--- config.mk ---
export PLATFORM = sky130hd
export DESIGN_NAME = osse_top
export DESIGN_NICKNAME = d
export VERILOG_FILES = /design/src/logic/osse_pkg.sv /design/src/logic/osse_top.sv
export SDC_FILE = /design/constraint.sdc
export NUM_CORES = 1
export LEC_CHECK = 0
export ABC_AREA = 0
export BUFFER_PORTS_ARGS = -buffer_cell sky130_fd_sc_hd__buf_2
export CAP_MARGIN = 20
export CORE_ASPECT_RATIO = 0.6
export CORE_MARGIN = 4
export CORE_UTILIZATION = 30
export CTS_BUF_LIST = sky130_fd_sc_hd__clkbuf_4
export DETAILED_ROUTE_END_ITERATION = 10
export PLACE_DENSITY = 0.64
export RECOVER_POWER = 25
export SKIP_CTS_REPAIR_TIMING = 1
export SLEW_MARGIN = 15
export SYNTH_ARGS = -nofsm -noshare
export SYNTH_HDL_FRONTEND = slang
export SYNTH_SLANG_ARGS = --single-unit
--- constraint.sdc ---
create_clock -name aclk -period 3.4 [get_ports aclk]
set_input_delay 0.85 -clock aclk [delete_from_list [all_inputs] [get_ports aclk]]
set_output_delay 0.85 -clock aclk [all_outputs]
set_load 0.01 [all_outputs]
--- src/logic/osse_pkg.sv ---
`default_nettype none
package osse_pkg;
   // ----------------------------------------
   // register indexes, byte address = 4 * index
   // ----------------------------------------
   localparam logic [11:0] OSSE_IDX_SWITCH = 12'h88f; // clock_switch_control3
   localparam logic [11:0] OSSE_IDX_STATUS = 12'h890; // oscillator_ready_status
   localparam logic [11:0] OSSE_IDX_FORCE = 12'h891; // oscillator_force_enable
   localparam logic [11:0] OSSE_IDX_TRIM = 12'h892; // internal_osc_trim
   localparam logic [11:0] OSSE_IDX_CURRENT = 12'h8a0; // current source and divider
   localparam logic [11:0] OSSE_IDX_INT_STAT = 12'h8a1; // sticky events, read only
   localparam logic [11:0] OSSE_IDX_INT_CLR = 12'h8a2; // write one to clear
   localparam logic [11:0] OSSE_IDX_INT_EN = 12'h8a3; // interrupt enables
   // ----------------------------------------
   // field positions
   // ----------------------------------------
   localparam int OSSE_POS_HOLD = 7; // switch_hold
   localparam int OSSE_POS_SECPWR = 6; // secondary_power_mode
   localparam int OSSE_POS_DONE = 4; // switch_done
   localparam int OSSE_POS_NSR = 3; // new_source_ready
   localparam int OSSE_POS_MULTIPLIER_READY = 0; // multiplier_ready
   localparam int OSSE_POS_OSC = 2; // lowest oscillator bit (converter)
   // oscillator index inside the six-bit vectors
   localparam int OSSE_EXT = 5;
   localparam int OSSE_HF = 4;
   localparam int OSSE_MF = 3;
   localparam int OSSE_LF = 2;
   localparam int OSSE_SEC = 1;
   localparam int OSSE_ADC = 0;
   // interrupt event bits
   localparam int OSSE_EV_HELD = 0;
   localparam int OSSE_EV_DONE = 1;
   // ----------------------------------------
   // source codes and reset values
   // ----------------------------------------
   localparam logic [2:0] OSSE_SRC_EXT = 3'h7;
   localparam logic [2:0] OSSE_SRC_HF = 3'h6;
   localparam logic [2:0] OSSE_SRC_LF = 3'h5;
   localparam logic [2:0] OSSE_SRC_SEC = 3'h4;
   localparam logic [2:0] OSSE_SRC_EXT_PLL = 3'h2;
   localparam logic [2:0] OSSE_SRC_HF_PLL = 3'h1;
   localparam logic [5:0] OSSE_FORCE_RST = 6'h00;
   localparam logic [5:0] OSSE_TRIM_RST = 6'h00; // calibrated center
   localparam logic [1:0] OSSE_RESP_OKAY = 2'h0;
   localparam logic [1:0] OSSE_RESP_SLVERR = 2'h2;
   // ----------------------------------------
   // state carrier
   // ----------------------------------------
   typedef struct packed {
      logic aw_got; // write address held
      logic [11:0] aw_idx;
      logic w_got; // write data held
      logic [7:0] wdata;
      logic wstrb0;
      logic bvalid;
      logic [1:0] bresp;
      logic rvalid;
      logic [31:0] rdata;
      logic [1:0] rresp;
      logic hold; // switch_hold
      logic sec_pwr; // secondary_power_mode
      logic [5:0] force_on; // manual enables
      logic [5:0] trim; // trim_value
      logic [2:0] cur_src; // current_source
      logic [3:0] cur_div;
      logic [1:0] int_stat;
      logic [1:0] int_en;
      logic held_seen; // hold event already flagged
      logic [6:0] sync1; // first synchroniser stage
      logic [6:0] sync2; // second synchroniser stage
   } osse_state_type;
endpackage : osse_pkg
`default_nettype wire

--- src/logic/osse_top.sv ---
// Decided for this implementation: the AXI4-Lite interface to the registers.
`timescale 1ns/1ps
`default_nettype none
// Contract
// - hold set: stop switch, raise interrupt
// - hold clear: switch when source ready
// - secondary power bit selects high/low power
// - switch done when current equals requested
// - new source ready: switching and ready
// - ready flag may be very brief
// - per-oscillator ready bits at 7..2
// - multiplier ready: enabled, input ready, locked
// - force-on keeps oscillator running, reset 0
// - forced oscillator runs with own settings
// - mid-frequency needs high-frequency running
// - six-bit signed trim, reset center
// - current source uses requested encoding
module osse_top
   import osse_pkg::*;
#(
   parameter logic [2:0] RST_SRC = 3'h6, // source taken at reset
   parameter logic [3:0] RST_DIV = 4'h2
) (
   // clock, reset, enable
   input wire logic aclk,
   input wire logic aresetn,
   input wire logic ce,
   // axi4-lite write
   input wire logic [15:0] s_awaddr,
   input wire logic s_awvalid,
   output logic s_awready,
   input wire logic [31:0] s_wdata,
   input wire logic [3:0] s_wstrb,
   input wire logic s_wvalid,
   output logic s_wready,
   output logic [1:0] s_bresp,
   output logic s_bvalid,
   input wire logic s_bready,
   // axi4-lite read
   input wire logic [15:0] s_araddr,
   input wire logic s_arvalid,
   output logic s_arready,
   output logic [31:0] s_rdata,
   output logic [1:0] s_rresp,
   output logic s_rvalid,
   input wire logic s_rready,
   // request side of the unit, same clock
   input wire logic [2:0] requested_source,
   input wire logic [3:0] requested_divider,
   input wire logic [5:0] periph_request,
   // analog oscillator flags, asynchronous
   input wire logic [5:0] osc_ready_raw,
   input wire logic pll_locked_raw,
   // oscillator controls
   output logic [5:0] osc_run,
   output logic pll_enable,
   output logic secondary_power_mode,
   output logic [5:0] trim_value,
   output logic [2:0] current_source,
   output logic [3:0] current_divider,
   output logic irq
);
   // ----------------------------------------
   // state
   // ----------------------------------------
   osse_state_type st; // registered state
   osse_state_type next_st; // next state
   logic [5:0] rdy; // gated oscillator ready
   logic pll_rdy; // multiplier_ready
   logic pll_in_rdy; // multiplier input source ready
   logic sel_rdy; // requested source ready
   logic pending; // switch in progress
   logic nsr; // new_source_ready
   logic done; // switch_done
   logic do_switch; // switch taken this cycle
   logic held; // switch waiting on hold
   logic [1:0] ev; // event pulses
   logic [31:0] rd_mux; // read data
   logic rd_ok; // read address mapped
   // ----------------------------------------
   // oscillator run and readiness
   // ----------------------------------------
   always_comb begin
      osc_run = st.force_on | periph_request;
      // mid-frequency taps come off the high-frequency one
      osc_run[OSSE_HF] = osc_run[OSSE_HF] | osc_run[OSSE_MF];
      // not enabled reads as not ready, whatever the analog flag says
      rdy = st.sync2[6:1] & osc_run;
      pll_enable = (st.cur_src == OSSE_SRC_EXT_PLL) || (st.cur_src == OSSE_SRC_HF_PLL)
         || (requested_source == OSSE_SRC_EXT_PLL) || (requested_source == OSSE_SRC_HF_PLL);
      pll_in_rdy = (requested_source == OSSE_SRC_EXT_PLL) ? rdy[OSSE_EXT] : rdy[OSSE_HF];
      pll_rdy = pll_enable & pll_in_rdy & st.sync2[0];
      // readiness of the requested source, encoding as current_source
      case (requested_source)
         OSSE_SRC_EXT: sel_rdy = rdy[OSSE_EXT];
         OSSE_SRC_HF: sel_rdy = rdy[OSSE_HF];
         OSSE_SRC_LF: sel_rdy = rdy[OSSE_LF];
         OSSE_SRC_SEC: sel_rdy = rdy[OSSE_SEC];
         OSSE_SRC_EXT_PLL: sel_rdy = pll_rdy;
         OSSE_SRC_HF_PLL: sel_rdy = pll_rdy;
         default: sel_rdy = 1'b0; // reserved codes never switch
      endcase
   end
   // ----------------------------------------
   // clock switch handshake
   // ----------------------------------------
   always_comb begin
      done = (st.cur_src == requested_source) && (st.cur_div == requested_divider);
      pending = !done;
      nsr = pending & sel_rdy;
      // without hold the flag lasts one cycle only, polling may miss it
      do_switch = nsr & !st.hold;
      held = nsr & st.hold;
      ev = 2'h0;
      ev[OSSE_EV_HELD] = held & !st.held_seen;
      ev[OSSE_EV_DONE] = do_switch;
   end
   // ----------------------------------------
   // read decode
   // ----------------------------------------
   always_comb begin
      rd_mux = 32'h0000_0000;
      rd_ok = (s_araddr[1:0] == 2'h0);
      case (s_araddr[13:2])
         OSSE_IDX_SWITCH: begin
            rd_mux[OSSE_POS_HOLD] = st.hold;
            rd_mux[OSSE_POS_SECPWR] = st.sec_pwr;
            rd_mux[OSSE_POS_DONE] = done;
            rd_mux[OSSE_POS_NSR] = nsr;
         end
         OSSE_IDX_STATUS: begin
            rd_mux[7:OSSE_POS_OSC] = rdy;
            rd_mux[OSSE_POS_MULTIPLIER_READY] = pll_rdy;
         end
         OSSE_IDX_FORCE: rd_mux[7:OSSE_POS_OSC] = st.force_on;
         OSSE_IDX_TRIM: rd_mux[5:0] = st.trim;
         OSSE_IDX_CURRENT: rd_mux[6:0] = {st.cur_src, st.cur_div};
         OSSE_IDX_INT_STAT: rd_mux[1:0] = st.int_stat;
         OSSE_IDX_INT_CLR: rd_mux[1:0] = 2'h0; // write only
         OSSE_IDX_INT_EN: rd_mux[1:0] = st.int_en;
         default: rd_ok = 1'b0;
      endcase
      // only the low window of the map answers, the rest is an error
      if (s_araddr[15:14] != 2'h0) begin
         rd_ok = 1'b0;
      end
   end
   // ----------------------------------------
   // next state
   // ----------------------------------------
   always_comb begin
      next_st = st;
      // two-stage sync of analog flags
      next_st.sync1 = {osc_ready_raw, pll_locked_raw};
      next_st.sync2 = st.sync1;
      // write channels taken in either order
      if (s_awvalid && s_awready) begin
         next_st.aw_got = 1'b1;
         next_st.aw_idx = s_awaddr[13:2];
         // out-of-range or misaligned address parks on an unmapped index
         if (s_awaddr[15:14] != 2'h0 || s_awaddr[1:0] != 2'h0) begin
            next_st.aw_idx = '0;
         end
      end
      if (s_wvalid && s_wready) begin
         next_st.w_got = 1'b1;
         next_st.wdata = s_wdata[7:0];
         next_st.wstrb0 = s_wstrb[0];
      end
      if (s_bvalid && s_bready) begin
         next_st.bvalid = 1'b0;
      end
      // event flags, a new event beats a clear in the same cycle
      next_st.int_stat = st.int_stat | ev;
      next_st.held_seen = held;
      if (st.aw_got && st.w_got && !st.bvalid) begin
         next_st.aw_got = 1'b0;
         next_st.w_got = 1'b0;
         next_st.bvalid = 1'b1;
         next_st.bresp = OSSE_RESP_OKAY;
         if (st.wstrb0) begin
            case (st.aw_idx)
               OSSE_IDX_SWITCH: begin
                  next_st.hold = st.wdata[OSSE_POS_HOLD];
                  next_st.sec_pwr = st.wdata[OSSE_POS_SECPWR];
               end
               OSSE_IDX_FORCE: next_st.force_on = st.wdata[7:OSSE_POS_OSC];
               OSSE_IDX_TRIM: next_st.trim = st.wdata[5:0];
               OSSE_IDX_INT_CLR: next_st.int_stat = (st.int_stat & ~st.wdata[1:0]) | ev;
               OSSE_IDX_INT_EN: next_st.int_en = st.wdata[1:0];
               OSSE_IDX_STATUS, OSSE_IDX_CURRENT, OSSE_IDX_INT_STAT: begin
                  next_st.bresp = OSSE_RESP_OKAY; // read-only, write dropped
               end
               default: next_st.bresp = OSSE_RESP_SLVERR;
            endcase
         end
      end
      // read: one outstanding, answer next cycle
      if (s_rvalid && s_rready) begin
         next_st.rvalid = 1'b0;
      end
      if (s_arvalid && s_arready) begin
         next_st.rvalid = 1'b1;
         next_st.rdata = rd_mux;
         next_st.rresp = rd_ok ? OSSE_RESP_OKAY : OSSE_RESP_SLVERR;
      end
      // commit the switch
      if (do_switch) begin
         next_st.cur_src = requested_source;
         next_st.cur_div = requested_divider;
      end
   end
   // ----------------------------------------
   // state register, frozen while ce is low
   // ----------------------------------------
   // reset acts even while ce is low, so a frozen block can still restart
   always_ff @(posedge aclk) begin
      if (!aresetn) begin
         st <= '0;
         st.force_on <= OSSE_FORCE_RST;
         st.trim <= OSSE_TRIM_RST;
         st.cur_src <= RST_SRC;
         st.cur_div <= RST_DIV;
      end else if (ce) begin
         st <= next_st;
      end
   end
   // ----------------------------------------
   // outputs
   // ----------------------------------------
   assign s_awready = !st.aw_got && ce;
   assign s_wready = !st.w_got && ce;
   assign s_bvalid = st.bvalid;
   assign s_bresp = st.bresp;
   assign s_arready = !st.rvalid && ce;
   assign s_rvalid = st.rvalid;
   assign s_rdata = st.rdata;
   assign s_rresp = st.rresp;
   assign secondary_power_mode = st.sec_pwr;
   assign trim_value = st.trim;
   assign current_source = st.cur_src;
   assign current_divider = st.cur_div;
   assign irq = |(st.int_stat & st.int_en);
endmodule : osse_top
`default_nettype wire

== After elaboration in Yosys (flattened, before gate mapping) ==
Cells that the tools add are included.
Operators by class
  equal/unequal tests: 26
  muxes and demuxes: 27
  bitwise gates (word level): 14
  reduce and logical (&&, ||, !) cells: 47
Operators by type and width (count)
  12-bit == test (second input constant): 16
  35-bit two-way mux: 1
  2-bit AND reduction: 9
  1-bit case mux with 4 select lines: 4
  4-bit AND reduction: 4
  8-bit OR reduction: 2
  2-bit nonzero test: 7
  13-bit two-way mux: 1
  3-bit == test (second input constant): 4
  12-bit two-way mux: 1
  1-bit logical AND: 11
  10-bit two-way mux: 1
  2-bit two-way mux: 5
  1-bit case mux with 5 select lines: 2
  2-bit case mux with 5 select lines: 1
  4-bit two-way mux: 2
  1-bit zero test: 7
  1-bit two-way mux: 7
  1-bit bitwise AND: 6
  6-bit bitwise AND: 1
  3-bit by 1-bit == test with 1-bit output (second input constant): 2
  3-bit by 2-bit == test with 1-bit output (second input constant): 2
  6-bit OR: 1
  2-bit bitwise AND: 2
  10 further kinds: 15
Storage, ports and cells
  flip-flop bits (word level): 77
  bits of input ports: 96
  output and inout port bits: 63

== Depth between registers and ports, before layout ==
  depth in word-level cells: 14
  gate-level depth with buffers: 7

== Worst setup path after synthesis ==
OpenSTA, ideal clock, no wires.
  kind: input to output
  start: input ce
  end: output s_arready
  arrival: 1.707 ns
  data required time: 2.550 ns
  setup slack: 0.843 ns
  cell stages on the path: 3
  buffers on the path: 2
  path through: clkbuf_1 buf_1 nor2b_1
Between the ends
  longest elaborated chain between the ends: 1
RTL lines
  start: declaration: RTL line osse_top.sv:27  | input wire logic ce,
  1-bit logical AND: RTL line osse_top.sv:235  | assign s_arready = !st.rvalid && ce;
  end: declaration: RTL line osse_top.sv:42  | output logic s_arready,
Every way passes these cells.

==> results.md <==
- Routed len/inst: 16.43 um
- GP Congestion: 0.8831
- Finished Layout Cells: 716
- Yosys top cell area share: 0.3814
- Die W: approximately 160 um
- Area grow syn2layout: 13.16%
- Routed via count: 3583
- Max Cap Viol: 0
- Fin Setup TNS: 0 ns
- DP Area: 4349 um^2
- Lkg Pwr: 0.001713 uW
- Synth Flop Type: dfxtp_1
- Worst-margin pin slew: ~1.3 ns
- Final ANT Viol Nets: 0
- Sequential area share after synthesis: 0.3814
- Switching share of power: 0.3005
- Max Root-Sink Buffers: 2
- Commonest cells after routing, fill and taps aside: buf_2 (94), dfxtp_1 (75), nor2_1 (64), nand2_1 (48), mux2i_1 (40)
- RSZ-0062 raised after global routing: no
- Layout cells sized above 1: 0.2381
- Initial Util: 0.3063
- First-pass GRT wire length: between 15000 and 20000 um
- Core ar.: 12850 um^2
- IO Pins: 159
- Status: complete, no violations
- Final net count: 637
- Yosys top cell by area: dfxtp_1
- Tot Pwr: 1618 uW
- Syn Inst Count: between 400 and 500
- Syn_area_per_cell: 8.429 um^2
- Async SR Flop Fraction: 0
- Worst skew pair latency: 0.45 ns
- CP Class: in -> reg
- Worst Path Buf+Inv: 3
- CP Capture Type: flip-flop
- Hpwl dp: 9233 um
- Vias in the first global route: 3354
- TritonCTS clock tree: built
- Reg clk slew, reported paths: 0.14 ns
- Crit path cell chain: clkbuf_1 -> clkinv_1 -> clkbuf_2 -> nor2_1 -> mux2i_1
- Largest delay contributor family on the critical path: buffers and inverters
- Warnings from Yosys: 0
- I/O Buffers: 105
- Max IR drop VDD: 0.1496 mV
- Max stage delay on crit path: 0.76 ns
- Htree depth: 3
- Part of the power in the clock network: 0.308
- P_sw: 486.4 uW
- Clk_skew: about 0.021 ns
- Final worst path period share: 0.7901
- Post-synth EDFFs: 0
- P per Cell Area: 363.4 nW/um^2
- Largest cells by area after synthesis: dfxtp_1 (38%), mux2i_1 (10%), buf_4 (9.5%), nor2_1 (6.1%), nand2_1 (4.6%)
- Crit start category: input pin
- GRT overflow: 0
- CTS Sinks: 75
- Fin crit period: around 2.7 ns
- Synth Cell Area: 3936 um^2
- Relative slew slack: 0.1196
- CP max FO: 64
- Data required, critical path: 3.70 ns
- Leading cell type in the layout, fill and taps excluded: buf_2
- Chip height: slightly below 100 um
- Drt drc: 0
- Synth unique cells: between 40 and 50
- CTS Buf Count: 9
- Signal arrival time at the worst endpoint: 2.99 ns
- Setup violations, final: 0
- Final Hold Vio Count: 0
- Final Cell Area: roughly 4500 um^2
- Largest net degree at the start of global routing: 65
- Power Internal: 1132 uW
- #FFs+latches synth: 75
- GRT Total Usage: 0.1513
- Cell Rows: 32
- CTS root buf: clkbuf_4
- DR iter-0 viols: 303
- Slew Limit Fails: 0
- Max Clock Freq: 0.3723 GHz
- Total wire length: roughly 12000 um
- Via density: 5.004
- Flop pwr share: 0.567
- Fillers: between 1000 and 1500
- Combinational group share of total power: 0.125
- Slowest-stage cell, CP: clkbuf_2
- Die area: 15080 um^2
- Placed insts: 700
- ANT cells: 0
- Initial antenna violation count: 1
- Drt first pass iters: 5
- Hold Crit Class: reg -> reg
[final cells by class]
class                           instances  area (um^2)  area share
Multi-Input combinational cell        339         2042      0.4584
Timing Repair Buffer                  112        561.8      0.1261
Inverter                                4        15.01    0.003371
Tap cell                              170        212.7     0.04775
Clock inverter                          7        53.80     0.01208
Clock buffer                            9        67.56     0.01517
Sequential cell                        75         1501      0.3371
[power by group through the flow]
stage          clock network (uW)  logic, uW  registers (uW)
2_1_floorplan                   0        149             931
3_3_place_gp                    0        197             935
3_5_place_dp                    0        202             936
4_1_cts                       515        203             917
5_1_grt                       557        225             921
6_report                      498        203             917
[state kept, by name, indices dropped and copies added (netlist names)]
signal,count
s_bresp,1
s_rresp,1
current_divider,4
trim_value,6
s_bvalid,1
s_rdata,8
next_st,7
st,42
secondary_power_mode,1
s_rvalid,1
current_source,3
[Yosys cell counts, drive strengths merged (4+ instances only)]
master / number
nand3b: 6
or4: 4
a21oi: 23
xnor2: 9
nand2b: 8
buf: 62
nor3: 7
dfxtp: 75
nor2: 64
a22oi: 13
nor4: 9
mux2i: 40
inv: 4
clkbuf: 12
a221oi: 4
or2: 7
nor4b: 4
o21ai: 12
a31oi: 6
nand3: 6
nand2: 48
nor2b: 11
[path summary, 6_finish.rpt]
path	from	end	slack, ns	cells after the start
worst max-delay path	aresetn	current_source[1]	0.71	5
worst min-delay path	s_bresp[1]	s_bresp[1]	0.48	2
worst max register to register	st[33]	current_divider[2]	0.87	6
worst min register to register	s_bresp[1]	s_bresp[1]	0.48	2
[cells by family after synthesis]
group | Yosys count | share of synthesized area
compound gates | 76 | 0.1268
flops | 75 | 0.3814
xor+xnor | 9 | 0.02003
mux | 40 | 0.1017
other cells | 1 | 0.0009527
simple gates | 188 | 0.2438
buf+inv | 78 | 0.1252
[routing by layer]
metal  vias to the layer above  routed length [um]  share of wire  GRT usage
li1                       1708                   -              -          -
met1                      1690                5846           0.50     0.2357
met2                       172                4614           0.39     0.2001
met3                        11                1230           0.10    0.05230
met4                         2                  58         0.0049    0.02555
met5                         -                  13         0.0011          0
[worst register-to-register path: stages (launching register included)]
cell and delay (ns):
dfxtp_1 0.37, o21ai_0 0.27, nor4b_1 0.46, a2111oi_2 0.14, nor4b_2 0.76, buf_4 0.28
mux2i_1 0.19
[stage by stage]
stage	hold slack (ns)	utilization	worst slack, ns
global placement	0.4568	0.3378	0.3107
floorplan	0.4323	-	0.8431
detailed placement	0.4624	0.3384	0.3539
CTS	0.4838	0.3478	0.7974
finish	0.4832	0.3466	0.7136
global route	0.5117	0.3466	0.5307
No activity file was read; power rests on OpenSTA's default activity.
